===== src/dmahs_defines.vh =====
`ifndef DMAHS_DEFINES_VH
`define DMAHS_DEFINES_VH
// ==========================================
// widths
`define DMAHS_AW          24
`define DMAHS_DW          32
`define DMAHS_WW          3
`define DMAHS_MSW         4
// ==========================================
// handshake modes
`define DMAHS_MODE_HS     2'h0
`define DMAHS_MODE_EXT    2'h1
`define DMAHS_MODE_PACED  2'h2
// ==========================================
// fixed counts
`define DMAHS_ONE_W       3'h1
`define DMAHS_ZERO_W      3'h0
`define DMAHS_ADDR_STEP   24'h000001
`define DMAHS_MS_NONE     4'hf
// ==========================================
// bus period divider (bus clock = CLK_SYS / 2)
`define DMAHS_BUS_DIV     2'h1
`endif


===== src/dmahs_top.v =====
`timescale 1ns/10ps
module dmahs_top (
   // clock and reset
   input  wire        CLK_SYS,
   input  wire        RST_B,
   // configuration
   input  wire [1:0]  MODE,
   input  wire        DIR_WRITE,
   input  wire [2:0]  WAIT_STATES,
   input  wire        IDLE_EN,
   input  wire [23:0] START_ADDR,
   input  wire [3:0]  MEM_SEL,
   // external pins
   input  wire        DMA_REQ_N,
   output reg         DMA_GRANT_N,
   output reg  [23:0] EXT_ADDR_BUS,
   output reg         RD_N,
   output reg         WR_N,
   output reg  [3:0]  MEM_SELECT_N,
   input  wire        ACK,
   input  wire [31:0] DATA_IN,
   output reg  [31:0] DATA_OUT,
   output reg         DATA_OE,
   // internal write source (to external party)
   input  wire        TX_VALID,
   output reg         TX_READY,
   input  wire [31:0] TX_DATA,
   // internal read sink (from external party)
   output reg         RX_VALID,
   input  wire        RX_READY,
   output reg  [31:0] RX_DATA,
   // status
   output reg         BUSY,
   output reg  [15:0] XFER_COUNT
);
`include "dmahs_defines.vh"
   // =======================================
   // states
   localparam ST_IDLE  = 3'h0;
   localparam ST_GAP   = 3'h1;
   localparam ST_WAIT  = 3'h2;
   localparam ST_ACT   = 3'h3;
   localparam ST_HOLD  = 3'h4;
   localparam ST_END   = 3'h5;

   reg  [2:0]  state_ff;
   reg  [2:0]  nxt_state;
   reg  [2:0]  wcnt_ff;
   reg  [2:0]  nxt_wcnt;
   reg  [1:0]  div_ff;
   reg         idle_pend_ff;
   reg  [23:0] addr_ff;
   reg         req_q_ff;
   wire        req_sync_n;
   wire        bus_en;
   wire        req_fall;
   wire        rx_in_ready;
   wire        rx_out_valid;
   wire [31:0] rx_out_data;
   wire        use_grant;
   wire        ready_bus;
   wire        room_ok;
   wire        ack_sync;
   wire        rx_push;
   wire        rx_take;

   function [23:0] addr_next;
      input [23:0] a;
      begin
         addr_next = a + `DMAHS_ADDR_STEP;
      end
   endfunction

   // =======================================
   // request synchroniser and bus-period enable
   dmahs_sync2 u_req_sync (
      .clk   (CLK_SYS),
      .rst_b (RST_B),
      .d     (DMA_REQ_N),
      .q     (req_sync_n)
   );

   // acknowledge is a pin as well
   dmahs_sync2 u_ack_sync (
      .clk   (CLK_SYS),
      .rst_b (RST_B),
      .d     (ACK),
      .q     (ack_sync)
   );

   assign bus_en    = (div_ff == `DMAHS_BUS_DIV);
   // falling edge seen at a bus edge; later ones wait for the next edge
   assign req_fall  = bus_en & ~req_sync_n & req_q_ff;
   assign use_grant = (MODE != `DMAHS_MODE_PACED);
   assign ready_bus = (MODE == `DMAHS_MODE_HS) | ack_sync;
   assign room_ok   = DIR_WRITE ? TX_VALID : rx_in_ready;
   // read word taken on the edge that ends the strobe, while still driven
   assign rx_push   = bus_en & (state_ff == ST_HOLD) & (nxt_state == ST_END) & ~DIR_WRITE;
   // output stage reloads only once the sink has taken its word
   assign rx_take   = ~RX_VALID | RX_READY;

   // =======================================
   // read data buffer
   dmahs_buf2 u_rx_buf (
      .clk       (CLK_SYS),
      .rst_b     (RST_B),
      .in_valid  (rx_push),
      .in_ready  (rx_in_ready),
      .in_data   (DATA_IN),
      .out_valid (rx_out_valid),
      .out_ready (rx_take),
      .out_data  (rx_out_data)
   );

   // =======================================
   // next state
   always @* begin
      nxt_state = state_ff;
      nxt_wcnt  = wcnt_ff;
      if (bus_en) begin
         case (state_ff)
            ST_IDLE: begin
               if (req_fall & room_ok) begin
                  if (idle_pend_ff) begin
                     nxt_state = ST_GAP;
                  end else begin
                     nxt_state = ST_ACT;
                     nxt_wcnt  = WAIT_STATES;
                  end
               end
            end
            ST_GAP: begin
               nxt_state = ST_ACT;
               nxt_wcnt  = WAIT_STATES;
            end
            ST_ACT: begin
               if (wcnt_ff != `DMAHS_ZERO_W) begin
                  nxt_state = ST_WAIT;
                  nxt_wcnt  = wcnt_ff - `DMAHS_ONE_W;
               end else begin
                  nxt_state = ST_HOLD;
               end
            end
            ST_WAIT: begin
               if (wcnt_ff != `DMAHS_ZERO_W)
                  nxt_wcnt = wcnt_ff - `DMAHS_ONE_W;
               else
                  nxt_state = ST_HOLD;
            end
            ST_HOLD: begin
               // held request stretches by whole bus periods
               if (req_sync_n & ready_bus)
                  nxt_state = ST_END;
            end
            ST_END: begin
               nxt_state = ST_IDLE;
            end
            default: begin
               nxt_state = ST_IDLE;
            end
         endcase
      end
   end

   // =======================================
   // sequencer and pins
   always @(posedge CLK_SYS) begin
      if (!RST_B) begin
         state_ff     <= ST_IDLE;
         wcnt_ff      <= `DMAHS_ZERO_W;
         div_ff       <= 2'h0;
         idle_pend_ff <= 1'b0;
         addr_ff      <= 24'h000000;
         req_q_ff     <= 1'b1;
         DMA_GRANT_N  <= 1'b1;
         EXT_ADDR_BUS <= 24'h000000;
         RD_N         <= 1'b1;
         WR_N         <= 1'b1;
         MEM_SELECT_N <= `DMAHS_MS_NONE;
         DATA_OUT     <= 32'h00000000;
         DATA_OE      <= 1'b0;
         TX_READY     <= 1'b0;
         RX_VALID     <= 1'b0;
         RX_DATA      <= 32'h00000000;
         BUSY         <= 1'b0;
         XFER_COUNT   <= 16'h0000;
      end else begin
         div_ff   <= bus_en ? 2'h0 : div_ff + 2'h1;
         state_ff <= nxt_state;
         wcnt_ff  <= nxt_wcnt;
         TX_READY <= 1'b0;
         if (rx_take) begin
            RX_VALID <= rx_out_valid;
            RX_DATA  <= rx_out_data;
         end
         BUSY     <= (nxt_state != ST_IDLE);
         if (bus_en)
            req_q_ff <= req_sync_n;
         if (MODE == `DMAHS_MODE_HS)
            addr_ff <= START_ADDR;
         if (bus_en) begin
            case (nxt_state)
               ST_ACT, ST_WAIT, ST_HOLD: begin
                  // strobe asserted; grant asserted with it except in paced mode
                  DMA_GRANT_N <= ~use_grant;
                  RD_N        <= DIR_WRITE;
                  WR_N        <= ~DIR_WRITE;
                  if (MODE != `DMAHS_MODE_HS) begin
                     EXT_ADDR_BUS <= addr_ff;
                     MEM_SELECT_N <= ~MEM_SEL;
                  end
                  DATA_OE  <= DIR_WRITE;
                  if (DIR_WRITE & (nxt_state == ST_ACT)) begin
                     DATA_OUT <= TX_DATA;
                  end
               end
               default: begin
                  // grant and strobes end on the same edge
                  DMA_GRANT_N  <= 1'b1;
                  RD_N         <= 1'b1;
                  WR_N         <= 1'b1;
                  MEM_SELECT_N <= `DMAHS_MS_NONE;
                  DATA_OE      <= 1'b0;
               end
            endcase
            if (state_ff == ST_HOLD && nxt_state == ST_END) begin
               idle_pend_ff <= IDLE_EN;
               XFER_COUNT   <= XFER_COUNT + 16'h0001;
               if (MODE != `DMAHS_MODE_HS)
                  addr_ff <= addr_next(addr_ff);
               if (DIR_WRITE)
                  TX_READY <= 1'b1;
            end
            if (state_ff == ST_GAP)
               idle_pend_ff <= 1'b0;
            if (state_ff == ST_IDLE && nxt_state == ST_ACT)
               idle_pend_ff <= 1'b0;
         end
      end
   end
endmodule // dmahs_top


===== src/dmahs_buf2.v =====
`timescale 1ns/10ps
// two-entry buffer: a stall on the drain side loses no word
module dmahs_buf2 (
   input  wire        clk,
   input  wire        rst_b,
   input  wire        in_valid,
   output wire        in_ready,
   input  wire [31:0] in_data,
   output wire        out_valid,
   input  wire        out_ready,
   output wire [31:0] out_data
);
`include "dmahs_defines.vh"
   reg  [31:0] mem_ff [0:1];
   reg         wp_ff;
   reg         rp_ff;
   reg  [1:0]  cnt_ff;
   wire        push;
   wire        pop;
   assign in_ready  = (cnt_ff != 2'h2);
   assign out_valid = (cnt_ff != 2'h0);
   assign out_data  = mem_ff[rp_ff];
   assign push      = in_valid & in_ready;
   assign pop       = out_valid & out_ready;
   always @(posedge clk) begin
      if (!rst_b) begin
         wp_ff  <= 1'b0;
         rp_ff  <= 1'b0;
         cnt_ff <= 2'h0;
      end else begin
         if (push) begin
            mem_ff[wp_ff] <= in_data;
            wp_ff         <= ~wp_ff;
         end
         if (pop)
            rp_ff <= ~rp_ff;
         if (push & ~pop)
            cnt_ff <= cnt_ff + 2'h1;
         else if (pop & ~push)
            cnt_ff <= cnt_ff - 2'h1;
      end
   end
endmodule // dmahs_buf2


===== src/dmahs_sync2.v =====
`timescale 1ns/10ps
// two-flop synchroniser for a pin level
module dmahs_sync2 (
   input  wire clk,
   input  wire rst_b,
   input  wire d,
   output wire q
);
   reg meta_ff;
   reg q_ff;
   assign q = q_ff;
   always @(posedge clk) begin
      if (!rst_b) begin
         meta_ff <= 1'b1;
         q_ff    <= 1'b1;
      end else begin
         meta_ff <= d;
         q_ff    <= meta_ff;
      end
   end
endmodule // dmahs_sync2


===== config.mk =====
export PLATFORM = sky130hd
export DESIGN_NAME = dmahs_top
export DESIGN_NICKNAME = d
export VERILOG_FILES = /design/src/dmahs_top.v /design/src/dmahs_buf2.v /design/src/dmahs_sync2.v
export VERILOG_INCLUDE_DIRS = /design/src
export SDC_FILE = /design/constraint.sdc
export NUM_CORES = 1
export LEC_CHECK = 0
export BUFFER_PORTS_ARGS = -buffer_cell sky130_fd_sc_hd__buf_2
export CAP_MARGIN = 20
export CORE_MARGIN = 3
export CORE_UTILIZATION = 55
export CTS_CLUSTER_DIAMETER = 120
export DETAILED_ROUTE_END_ITERATION = 12
export HOLD_SLACK_MARGIN = 0.06
export MAX_ROUTING_LAYER = met4
export PLACE_DENSITY = 0.82
export SLEW_MARGIN = 10
export SYNTH_ARGS = -nofsm -noshare
export SYNTH_HDL_FRONTEND = slang
export SYNTH_HIERARCHICAL = 1
export SYNTH_SLANG_ARGS = --single-unit

===== constraint.sdc =====
create_clock -name CLK_SYS -period 5.09 [get_ports CLK_SYS]
set_input_delay 0 -clock CLK_SYS [delete_from_list [all_inputs] [get_ports CLK_SYS]]
set_output_delay 0 -clock CLK_SYS [all_outputs]
set_load 0.03 [all_outputs]

* After elaboration in Yosys (flattened, before gate mapping)
Memories as Yosys holds them, arrays and structs flattened. A register that Yosys moved wholly into a read port is not among the register bits. Index checks and enable logic that the tools add are counted.
Cells by class: add/sub/neg operators 6, equal/unequal tests 15, mux-type cells 31, bitwise gates (word level) 24, reduce and logical (&&, ||, !) cells 22
Operators with widths (number):
- $mux W24 | 4
- $add A24 B1 Y24 const B | 1
- $mux W3 | 8
- $add A16 B1 Y16 const B | 1
- $pmux W3 S5 | 1
- $and A1 B1 Y1 | 12
- $eq A3 B2 Y1 const B | 4
- $mux W1 | 12
- $reduce_bool A3 Y1 | 4
- $ne A2 B2 Y1 const B | 5
- $eq A3 B3 Y1 const B | 3
- $not A1 Y1 | 9
- $pmux W3 S3 | 1
- $reduce_and A3 Y1 | 3
- $mux W4 | 2
- $mux W2 | 3
- $reduce_and A2 Y1 | 3
- $reduce_bool A2 Y1 | 3
- $reduce_and A5 Y1 | 1
- $add A2 B1 Y2 const B | 2
- $not A4 Y4 | 1
- $reduce_or A2 Y1 | 2
- $eq A3 B1 Y1 const B | 1
- $logic_not A3 Y1 | 1
- 9 further kinds | 11
Storage, ports and cells: flip-flop bits (word level) 125, bits in writable memories 64, bits of input ports 105, output and inout bits 115, word-level logic and storage cells 123, memories 1
Memories:
- u_rx_buf.mem_ff | depth 2, width 32, rd ports 1, clocked after memory_dff 1, write ports 1, RTL line dmahs_buf2.v:14 | reg [31:0] mem_ff [0:1];

* Depth between registers and ports, before layout
Gate-level depths: netlist of the first run.
word-level depth 15, depth in mapped cells 13

* Hierarchy
The synthesis of the first run kept the hierarchy.
By module, submodules not included:
- dmahs_top | instances 1, cells an instance 751, area an instance 6492.5 um2, sequential area each 2982.9 um2
- dmahs_buf2 | instances 1, cells an instance 127, area an instance 2547.4 um2, sequential area each 2021.9 um2
- dmahs_sync2 | instances 2, cells an instance 4, area an instance 52.6 um2, sequential area each 40.0 um2

* Worst setup path after synthesis of the first run
OpenSTA, ideal clock, no wires.
path kind reg-to-reg, start point register div_ff[0], end point memory u_rx_buf.mem_ff[0][0], enable pin, library setup time 421 ps, arrival time 2724 ps, required time 4669 ps, setup slack 1945 ps, stages on the path, launching flop included 9, cells stage by stage dfxtp_1 ha_1 buf_4 and4bb_4 nand3_4 buf_2 nor2_1 nand3_1 nor2_1
On the way: cells in the longest elaborated chain, start to end 14, elaborated cells between the ends (all ways) 15, classes of those cells 2 x eq/ne; 6 x mux; 7 x bitwise
Ends and longest elaborated chain:
- start, declared | RTL line dmahs_top.v:50 | reg [1:0] div_ff;
- start signal, assigned | RTL line dmahs_top.v:188 | div_ff <= bus_en ? 2'h0 : div_ff + 2'h1;
- $eq A2 B1 Y1 (no source line) *
- $and A1 B1 Y1 (2 in series) | RTL line dmahs_top.v:93 | assign req_fall = bus_en & ~req_sync_n & req_q_ff;
- $and A1 B1 Y1 | RTL line dmahs_top.v:123 | if (req_fall & room_ok) begin
- $mux W3 | RTL line dmahs_top.v:123
- $pmux W3 S5 | RTL line dmahs_top.v:121 | case (state_ff)
- $mux W3 | RTL line dmahs_top.v:120 | if (bus_en) begin
- $eq A3 B3 Y1 | RTL line dmahs_top.v:98 | assign rx_push = bus_en & (state_ff == ST_HOLD) & (nxt_state == ST_END) & ~DIR_WRITE;
- $and A1 B1 Y1 * (2 in series) | RTL line dmahs_top.v:98
- via rx_push | RTL line dmahs_top.v:64 | wire rx_push;
- $and A1 B1 Y1 * | RTL line dmahs_buf2.v:23 | assign push = in_valid & in_ready;
- $mux W1 * | RTL line dmahs_buf2.v:31 | if (push) begin
- $mux W1 * | RTL line dmahs_buf2.v:26 | if (!rst_b) begin
- $mux W1 (not written as such) * | RTL line dmahs_buf2.v:32 | mem_ff[wp_ff] <= in_data;
- end, declared | RTL line dmahs_buf2.v:14
The timed path passes the listed nets; every way through them passes the cells marked *.

* Worst setup path in the final report of the first run
start point register div_ff[0], end point memory u_rx_buf.mem_ff[0][10], enable pin
The elaborated chain is that of the path after synthesis.

==> impl_metrics.xml, run 1 <==
<?xml version="1.0" encoding="UTF-8"?>
<metrics>
  <group name="yosys">
    <metric name="post_synth_mux_area_share" unit="%">10.78</metric>
    <metric name="synth_fa_ha_area_share" unit="%">0.8209</metric>
    <metric name="total_of_flip_flops_plus_latches_after_synthesis" unit="">222</metric>
    <metric name="netlist.area_leader.share" unit="%">34.59</metric>
    <metric name="synth_top_cells_by_count" unit="">sky130_fd_sc_hd__nand2_1, sky130_fd_sc_hd__dfxtp_1, sky130_fd_sc_hd__edfxtp_1, sky130_fd_sc_hd__mux2i_1, sky130_fd_sc_hd__a21oi_1</metric>
    <metric name="largest_family_of_logic_cells_by_synthesized_area" unit="">simple AND/OR/NAND/NOR gates</metric>
    <metric name="syn_nets" unit="">997</metric>
    <metric name="post_synth_main_area_contributors" unit="">sky130_fd_sc_hd__dfxtp_1, sky130_fd_sc_hd__edfxtp_1, sky130_fd_sc_hd__nand2_1</metric>
    <metric name="synth_simple_gate_area_share" unit="%">17.27</metric>
    <metric name="yosys_cell_types" unit="">67</metric>
    <metric name="synth_compound_area_share" unit="%">7.853</metric>
    <metric name="post_syn_instances" unit="">886</metric>
    <metric name="syn_area" unit="sq um">9145</metric>
    <metric name="yosys_most_used_dff" unit="">sky130_fd_sc_hd__dfxtp_1</metric>
    <metric name="yosys_warnings" unit="">6</metric>
    <metric name="synthesis.area_per_instance" unit="sq um">10.32</metric>
    <metric name="synthXorXnorAreaFrac" unit="%">3.160</metric>
    <metric name="synthArstFlopShare" unit="%">0</metric>
    <metric name="synth_enable_flop_cells" unit="">64</metric>
    <metric name="synth_area_leader_cell" unit="">sky130_fd_sc_hd__dfxtp_1</metric>
    <metric name="yosysMostFrequentCell" unit="">sky130_fd_sc_hd__nand2_1</metric>
    <metric name="register_area_share_after_synthesis" unit="%">55.60</metric>
  </group>
  <group name="outcome">
    <metric name="run_status" unit="">finished, final reports clean</metric>
  </group>
  <group name="floorplanning">
    <metric name="std_cell_rows" unit="">46</metric>
    <metric name="die_width" unit="microns">134.9</metric>
    <metric name="floorplan.initialDensity" unit="%">56.95</metric>
    <metric name="die-area" unit="sq um">18210</metric>
    <metric name="io_pins" unit="">220</metric>
    <metric name="fp.dieH" unit="microns">134.9</metric>
    <metric name="core_area" unit="sq um">16060</metric>
  </group>
  <group name="drt">
    <metric name="drt.antenna.violating_nets" unit="">0</metric>
    <metric name="detailedRoute.firstPassIterationCount" unit="">6</metric>
    <metric name="vias_per_cell" unit="">5.322</metric>
    <metric name="postRouteWirelength" unit="microns">23560</metric>
    <metric name="wire_per_inst" unit="microns">16.56</metric>
    <metric name="remaining_drc_errors" unit="">0</metric>
    <metric name="vias" unit="">7573</metric>
    <metric name="drt_first_iter_violations" unit="">450</metric>
  </group>
  <group name="worst_setup_path">
    <metric name="required_arrival_time_at_the_worst_endpoint" unit="ns">5.21</metric>
    <metric name="critPathTopFamily" unit="">simple AND/OR/NAND/NOR gates</metric>
    <metric name="critPathMaxFanout" unit="">32</metric>
    <metric name="crit_path_largest_cell_delay" unit="ns">0.77</metric>
    <metric name="crit_type" unit="">flop to flop</metric>
    <metric name="worst_setup_path_end_kind" unit="">flop</metric>
    <metric name="cp_cell_sequence" unit="">ha_1 &gt; and4bb_4 &gt; nand3_4 &gt; nor2_1 &gt; nand3_1 &gt; nor2_4</metric>
    <metric name="cp_data_arrival_time" unit="ns">3.26</metric>
    <metric name="timing.critical_path.buf_inv" unit="">0</metric>
    <metric name="slowest_stage" unit="">sky130_fd_sc_hd__nor2_4</metric>
    <metric name="worstSetupStartpointType" unit="">flop</metric>
  </group>
  <group name="global_routing">
    <metric name="grt.overflow.total" unit="">0</metric>
    <metric name="groute.usage.overall" unit="%">25.86</metric>
    <metric name="first_global_vias" unit="">7574</metric>
    <metric name="antenna_found_initial" unit="">1</metric>
    <metric name="grt_start_max_net_pins" unit="">81</metric>
    <metric name="global_route_wire_length_before_repair" unit="microns">37490</metric>
  </group>
  <group name="cells_and_area">
    <metric name="nets" unit="">1298</metric>
    <metric name="final_layout_size_suffix_gt1_share" unit="%">26.33</metric>
    <metric name="area_delta_synth_final" unit="%">32.58</metric>
    <metric name="nFillCells" unit="">997</metric>
  </group>
  <group name="clock_tree">
    <metric name="cts_tree" unit="">yes</metric>
    <metric name="clock_latency" unit="ns">0.50</metric>
    <metric name="max-clock-path-buffers" unit="">3</metric>
    <metric name="ctsHtreeMaxLevel" unit="">1</metric>
    <metric name="cts.root.buffer_cell" unit="">sky130_fd_sc_hd__clkbuf_16</metric>
    <metric name="tritoncts_num_sinks" unit="">222</metric>
    <metric name="tritoncts.num_buffers" unit="">23</metric>
    <metric name="clkTransAtPathRegs" unit="ns">0.06</metric>
    <metric name="ctsResizeCount" unit="">0</metric>
  </group>
  <group name="run">
    <metric name="timing.max_cap.violations" unit="">0</metric>
  </group>
  <group name="sta">
    <metric name="achievable-frequency" unit="MHz">318.4</metric>
    <metric name="final_clock_skew" unit="ns">0.007736</metric>
    <metric name="period_minus_slack" unit="ns">3.141</metric>
    <metric name="slew_headroom" unit="%">28.40</metric>
    <metric name="final_min_period_over_clock_period" unit="%">61.71</metric>
    <metric name="grt_setup_unrepaired" unit="">false</metric>
    <metric name="tightest_slew" unit="ns">1.073</metric>
    <metric name="post-route-worst-setup-slack" unit="ns">1.949</metric>
    <metric name="hold_viol_final" unit="">0</metric>
    <metric name="finalSetupTns" unit="ns">0</metric>
    <metric name="finalMaxSlewViolations" unit="">0</metric>
    <metric name="setup_viol" unit="">0</metric>
  </group>
  <group name="placed_design">
    <metric name="dpl.hpwl" unit="microns">13440</metric>
    <metric name="gp_congestion" unit="">0.8159</metric>
    <metric name="io_buffer_count" unit="">219</metric>
    <metric name="placement.setup.worst_slack" unit="ns">1.960</metric>
  </group>
  <group name="power">
    <metric name="vdd.ir_drop.worst" unit="mV">0.2412</metric>
    <metric name="total_leakage_power" unit="nW">4.873</metric>
    <metric name="power.density" unit="nW/um^2">359.1</metric>
  </group>
  <group name="worst_hold_path">
    <metric name="worstHoldPathType" unit="">primary input to flop</metric>
  </group>
</metrics>
flip-flops by register name, indices dropped and copies added (netlist names), 2 cells and up, named ones only:
| signal | cells |
|---|---|
| XFER_COUNT | 16 |
| div_ff | 2 |
| MEM_SELECT_N | 4 |
| u_rx_buf/cnt_ff | 2 |
| wcnt_ff | 3 |
| RX_DATA | 32 |
| u_rx_buf/mem_ff | 64 |
| EXT_ADDR_BUS | 24 |
| DATA_OUT | 32 |
| addr_ff | 24 |
| state_ff | 3 |
layer usage:
metal	track usage (%)	share of wire, %	vias to the layer above
li1	-	-	3653
met1	31.39	41	3576
met2	43.30	49	261
met3	3.912	5.3	83
met4	11.03	4.7	0
met5	-	0	-
metrics by stage:
step                hold slack, ns  cell area, sq um  power (mW)  std cells  util [%]
floorplan                  0.07304              9145       2.387        886         -
finish                     0.08777             12120       4.353       1423     75.50
global route                0.1217             12120       4.503       1421     75.47
detailed placement          0.1928             10260       2.552       1274     63.89
global placement            0.1886             10260       2.538       1274     63.89
CTS                        0.06783             12090       4.368       1419     75.28
layout by cell type (no fill, tap or decap), types with 10 or more instances in the layout:
cell / n
sky130_fd_sc_hd__nor3_1: 11
sky130_fd_sc_hd__nand3_1: 10
sky130_fd_sc_hd__inv_1: 21
sky130_fd_sc_hd__o21ai_0: 25
sky130_fd_sc_hd__mux2_2: 30
sky130_fd_sc_hd__nor2_1: 38
sky130_fd_sc_hd__xnor2_1: 27
sky130_fd_sc_hd__dlygate4sd3_1: 103
sky130_fd_sc_hd__a21oi_1: 59
sky130_fd_sc_hd__clkbuf_16: 23
sky130_fd_sc_hd__edfxtp_1: 64
sky130_fd_sc_hd__dfxtp_1: 158
sky130_fd_sc_hd__buf_2: 218
sky130_fd_sc_hd__nand4_1: 14
sky130_fd_sc_hd__nand2_1: 200
sky130_fd_sc_hd__mux2i_1: 61
cell families after synthesis:
family | count (synthesis)
fa+ha+maj | 6
mux | 94
compound gates | 118
xor+xnor | 33
flops | 222
simple gates | 337
buf+inv | 76
report_power, final:
part / switching, mW / internal, mW / total [mW]
sequential: 0.0592 / 1.90 / 1.96
combinational: 0.372 / 0.265 / 0.637
clock: 0.677 / 1.08 / 1.76
worst paths after layout:
path,cells past startpoint,endpoint,startpoint,slack (ns)
worst max register to register,6,u_rx_buf/mem_ff[0][10],div_ff[0],1.95
worst max-delay path,6,u_rx_buf/mem_ff[0][10],div_ff[0],1.95
worst min register to register,1,u_req_sync/q,u_req_sync/meta_ff,0.41
worst min-delay path,2,u_rx_buf/cnt_ff[1],RST_B,0.09
area by class of cell:
cell class | count | area (sq um) | area share (%)
antenna | 3 | 7.507 | 0.06192
inverter | 22 | 82.58 | 0.6811
sequential | 222 | 5085 | 41.94
clock inverter | 11 | 162.7 | 1.342
timing repair buffer | 330 | 2210 | 18.23
multi-input combinational | 588 | 3671 | 30.28
tap | 216 | 270.3 | 2.229
clock buffer | 31 | 635.6 | 5.243
timing repair:
item,in CTS,in global routing
setup buffers,0,0
hold buffers,103,0
hold endpoints to repair,142,0
(Power assumes the default switching activity.)
==> inputs of run 2 (changes only) <==
CORE_UTILIZATION = 54   (was 55)
PLACE_DENSITY = 0.8   (was 0.82)
clock period = 3 ns   (was 5.09 ns; I/O delays follow)
==> run 2 against run 1 <==
Maximum frequency increased by 25%. Routed wire length is 1.5% lower. Largest power group unchanged. Sequential cell count did not move. Register-to-register slack worse by 1.5 ns. Combinational power is 71% higher. Worst hold slack lost 0.019 ns. Design area up 0.19%. Count of clock-buffer cells in the layout shrank 7. Via count shrank 0.79%. Cell count grew 0.21%. Sequential power rose by 69%.
==> impl_metrics.xml, run 2 (synthesis gave the netlist of run 1 again) <==
<?xml version="1.0" encoding="UTF-8"?>
<metrics>
  <group name="clock_tree">
    <metric name="clkTransAtPathRegs" unit="ns">0.06</metric>
    <metric name="tritoncts.num_buffers" unit="">23</metric>
    <metric name="ctsHtreeMaxLevel" unit="">1</metric>
    <metric name="post_cts.repair.setup_buffers" unit="">0</metric>
    <metric name="ctsResizeCount" unit="">0</metric>
    <metric name="clock_latency" unit="ns">0.50</metric>
    <metric name="cts_tree" unit="">yes</metric>
    <metric name="hold_buffers" unit="">102</metric>
    <metric name="max-clock-path-buffers" unit="">3</metric>
    <metric name="tritoncts_num_sinks" unit="">222</metric>
    <metric name="cts.root.buffer_cell" unit="">sky130_fd_sc_hd__clkbuf_16</metric>
  </group>
  <group name="sta">
    <metric name="slew_headroom" unit="%">36.51</metric>
    <metric name="final_min_period_over_clock_period" unit="%">84.10</metric>
    <metric name="timing.hold.ws" unit="ns">0.06863</metric>
    <metric name="hold_viol_final" unit="">0</metric>
    <metric name="grt_setup_unrepaired" unit="">false</metric>
    <metric name="achievable-frequency" unit="MHz">396.4</metric>
    <metric name="tightest_slew" unit="ns">0.9524</metric>
    <metric name="finalSetupTns" unit="ns">0</metric>
    <metric name="final_clock_skew" unit="ns">0.01203</metric>
    <metric name="post-route-worst-setup-slack" unit="ns">0.4770</metric>
    <metric name="period_minus_slack" unit="ns">2.523</metric>
    <metric name="setup_viol" unit="">0</metric>
    <metric name="finalMaxSlewViolations" unit="">0</metric>
  </group>
  <group name="cells_and_area">
    <metric name="final_cell_mix" unit="">sky130_fd_sc_hd__buf_2, sky130_fd_sc_hd__nand2_1, sky130_fd_sc_hd__dfxtp_1, sky130_fd_sc_hd__dlygate4sd3_1, sky130_fd_sc_hd__edfxtp_1</metric>
    <metric name="fin_cells" unit="">1426</metric>
    <metric name="largest_reg_flops" unit="">64</metric>
    <metric name="final_common_cell" unit="">sky130_fd_sc_hd__buf_2</metric>
    <metric name="nFillCells" unit="">1099</metric>
    <metric name="reg.largest.list" unit="">u_rx_buf/mem_ff: 64 flops, DATA_OUT: 32 flops, RX_DATA: 32 flops</metric>
    <metric name="area_delta_synth_final" unit="%">32.82</metric>
    <metric name="final_layout_size_suffix_gt1_share" unit="%">26.82</metric>
    <metric name="registers.top_by_ff_count" unit="">u_rx_buf/mem_ff</metric>
    <metric name="final_core_util" unit="%">74.84</metric>
    <metric name="nets" unit="">1302</metric>
  </group>
  <group name="drt">
    <metric name="vias" unit="">7513</metric>
    <metric name="vias_per_cell" unit="">5.269</metric>
    <metric name="wire_per_inst" unit="microns">16.28</metric>
    <metric name="drt.antenna.violating_nets" unit="">0</metric>
    <metric name="postRouteWirelength" unit="microns">23210</metric>
    <metric name="remaining_drc_errors" unit="">0</metric>
    <metric name="drt_first_iter_violations" unit="">449</metric>
    <metric name="detailedRoute.firstPassIterationCount" unit="">5</metric>
  </group>
  <group name="global_routing">
    <metric name="global_route_wire_length_before_repair" unit="microns">36490</metric>
    <metric name="first_global_vias" unit="">7557</metric>
    <metric name="antenna_found_initial" unit="">2</metric>
    <metric name="grt_start_max_net_pins" unit="">102</metric>
    <metric name="groute.usage.overall" unit="%">24.81</metric>
    <metric name="grt.overflow.total" unit="">0</metric>
  </group>
  <group name="floorplanning">
    <metric name="die-area" unit="sq um">18530</metric>
    <metric name="io_pins" unit="">220</metric>
    <metric name="fp.dieH" unit="microns">136.1</metric>
    <metric name="floorplan.initialDensity" unit="%">56.34</metric>
    <metric name="die_width" unit="microns">136.1</metric>
    <metric name="std_cell_rows" unit="">46</metric>
    <metric name="core_area" unit="sq um">16230</metric>
  </group>
  <group name="worst_setup_path">
    <metric name="crit_type" unit="">flop to flop</metric>
    <metric name="critPathMaxFanout" unit="">32</metric>
    <metric name="crit_path_largest_cell_delay" unit="ns">0.40</metric>
    <metric name="worst_path_most_repeated_cell" unit="">sky130_fd_sc_hd__nor2_1</metric>
    <metric name="required_arrival_time_at_the_worst_endpoint" unit="ns">3.15</metric>
    <metric name="worstSetupStartpointType" unit="">flop</metric>
    <metric name="worst_setup_path_end_kind" unit="">flop</metric>
    <metric name="cp_data_arrival_time" unit="ns">2.67</metric>
    <metric name="worst-r2r-setup-slack" unit="ns">0.48</metric>
    <metric name="slowest_stage" unit="">sky130_fd_sc_hd__dfxtp_1</metric>
    <metric name="reg2reg_from" unit="">state_ff[1]</metric>
    <metric name="cp_cell_sequence" unit="">and4bb_4 &gt; nand3_4 &gt; nor2_1 &gt; inv_1 &gt; nor2_1 &gt; and3_1 &gt; buf_4</metric>
    <metric name="crit_path_start" unit="">state_ff[1]</metric>
  </group>
  <group name="placed_design">
    <metric name="placement.setup.worst_slack" unit="ns">0.5310</metric>
    <metric name="gp_congestion" unit="">0.8644</metric>
    <metric name="io_buffer_count" unit="">219</metric>
    <metric name="placed_cells" unit="">1280</metric>
    <metric name="dpl.hpwl" unit="microns">13810</metric>
  </group>
  <group name="worst_hold_path">
    <metric name="worstHoldPathType" unit="">primary input to flop</metric>
    <metric name="hold_path.startpoint" unit="">RX_READY</metric>
  </group>
  <group name="power">
    <metric name="vdd.ir_drop.worst" unit="mV">0.4076</metric>
    <metric name="power.density" unit="nW/um^2">612.9</metric>
    <metric name="total_leakage_power" unit="nW">4.883</metric>
  </group>
  <group name="outcome">
    <metric name="run_status" unit="">finished, final reports clean</metric>
  </group>
  <group name="run">
    <metric name="timing.max_cap.violations" unit="">0</metric>
  </group>
</metrics>
[run 2: layout make-up]
cell class / count / area, sq um / share of cell area, %
repair buffers: 334 / 2217 / 18.25
inverters: 22 / 82.58 / 0.6799
diodes: 2 / 5.005 / 0.04120
well taps: 216 / 270.3 / 2.225
clock inverters: 18 / 231.5 / 1.906
flip-flops and latches: 222 / 5085 / 41.86
clock buffers: 24 / 589.3 / 4.852
multi-input cells: 588 / 3666 / 30.18
[run 2: path summary, 6_finish.rpt]
path                             to  cells after the start
max          u_rx_buf/mem_ff[1][17]                      7
min                     RX_DATA[24]                      5
max reg2reg  u_rx_buf/mem_ff[1][17]                      7
min reg2reg            u_req_sync/q                      1
[run 2: power by group]
group          switching (mW)  leakage [nW]  internal, mW
Sequential             0.0920          1.86          3.22
Combinational           0.637          2.63         0.453
Clock                    1.18         0.389          1.87
[run 2: per-stage QoR]
stage | power (mW) | cell area [sq um]
2_1_floorplan | 4.050 | 9148
3_3_place_gp | 4.313 | 10300
3_5_place_dp | 4.339 | 10300
4_1_cts | 7.480 | 12140
5_1_grt | 7.714 | 12150
6_report | 7.445 | 12150
[run 2: worst max-delay path, delay by kind of cell (launching register included)]
kind                   cells  cell delay [ns]
buffers and inverters      2             0.47
AND/OR/NAND/NOR            5             1.26
flip-flops                 1             0.40
[run 2: per-layer routing]
layer | vias to the layer above | wire (microns) | GRT usage (%)
li1 | 3663 | - | -
met1 | 3541 | 9475 | 29.30
met2 | 258 | 11630 | 43.12
met3 | 51 | 1468 | 4.663
met4 | 0 | 633 | 7.559
met5 | - | 0 | -
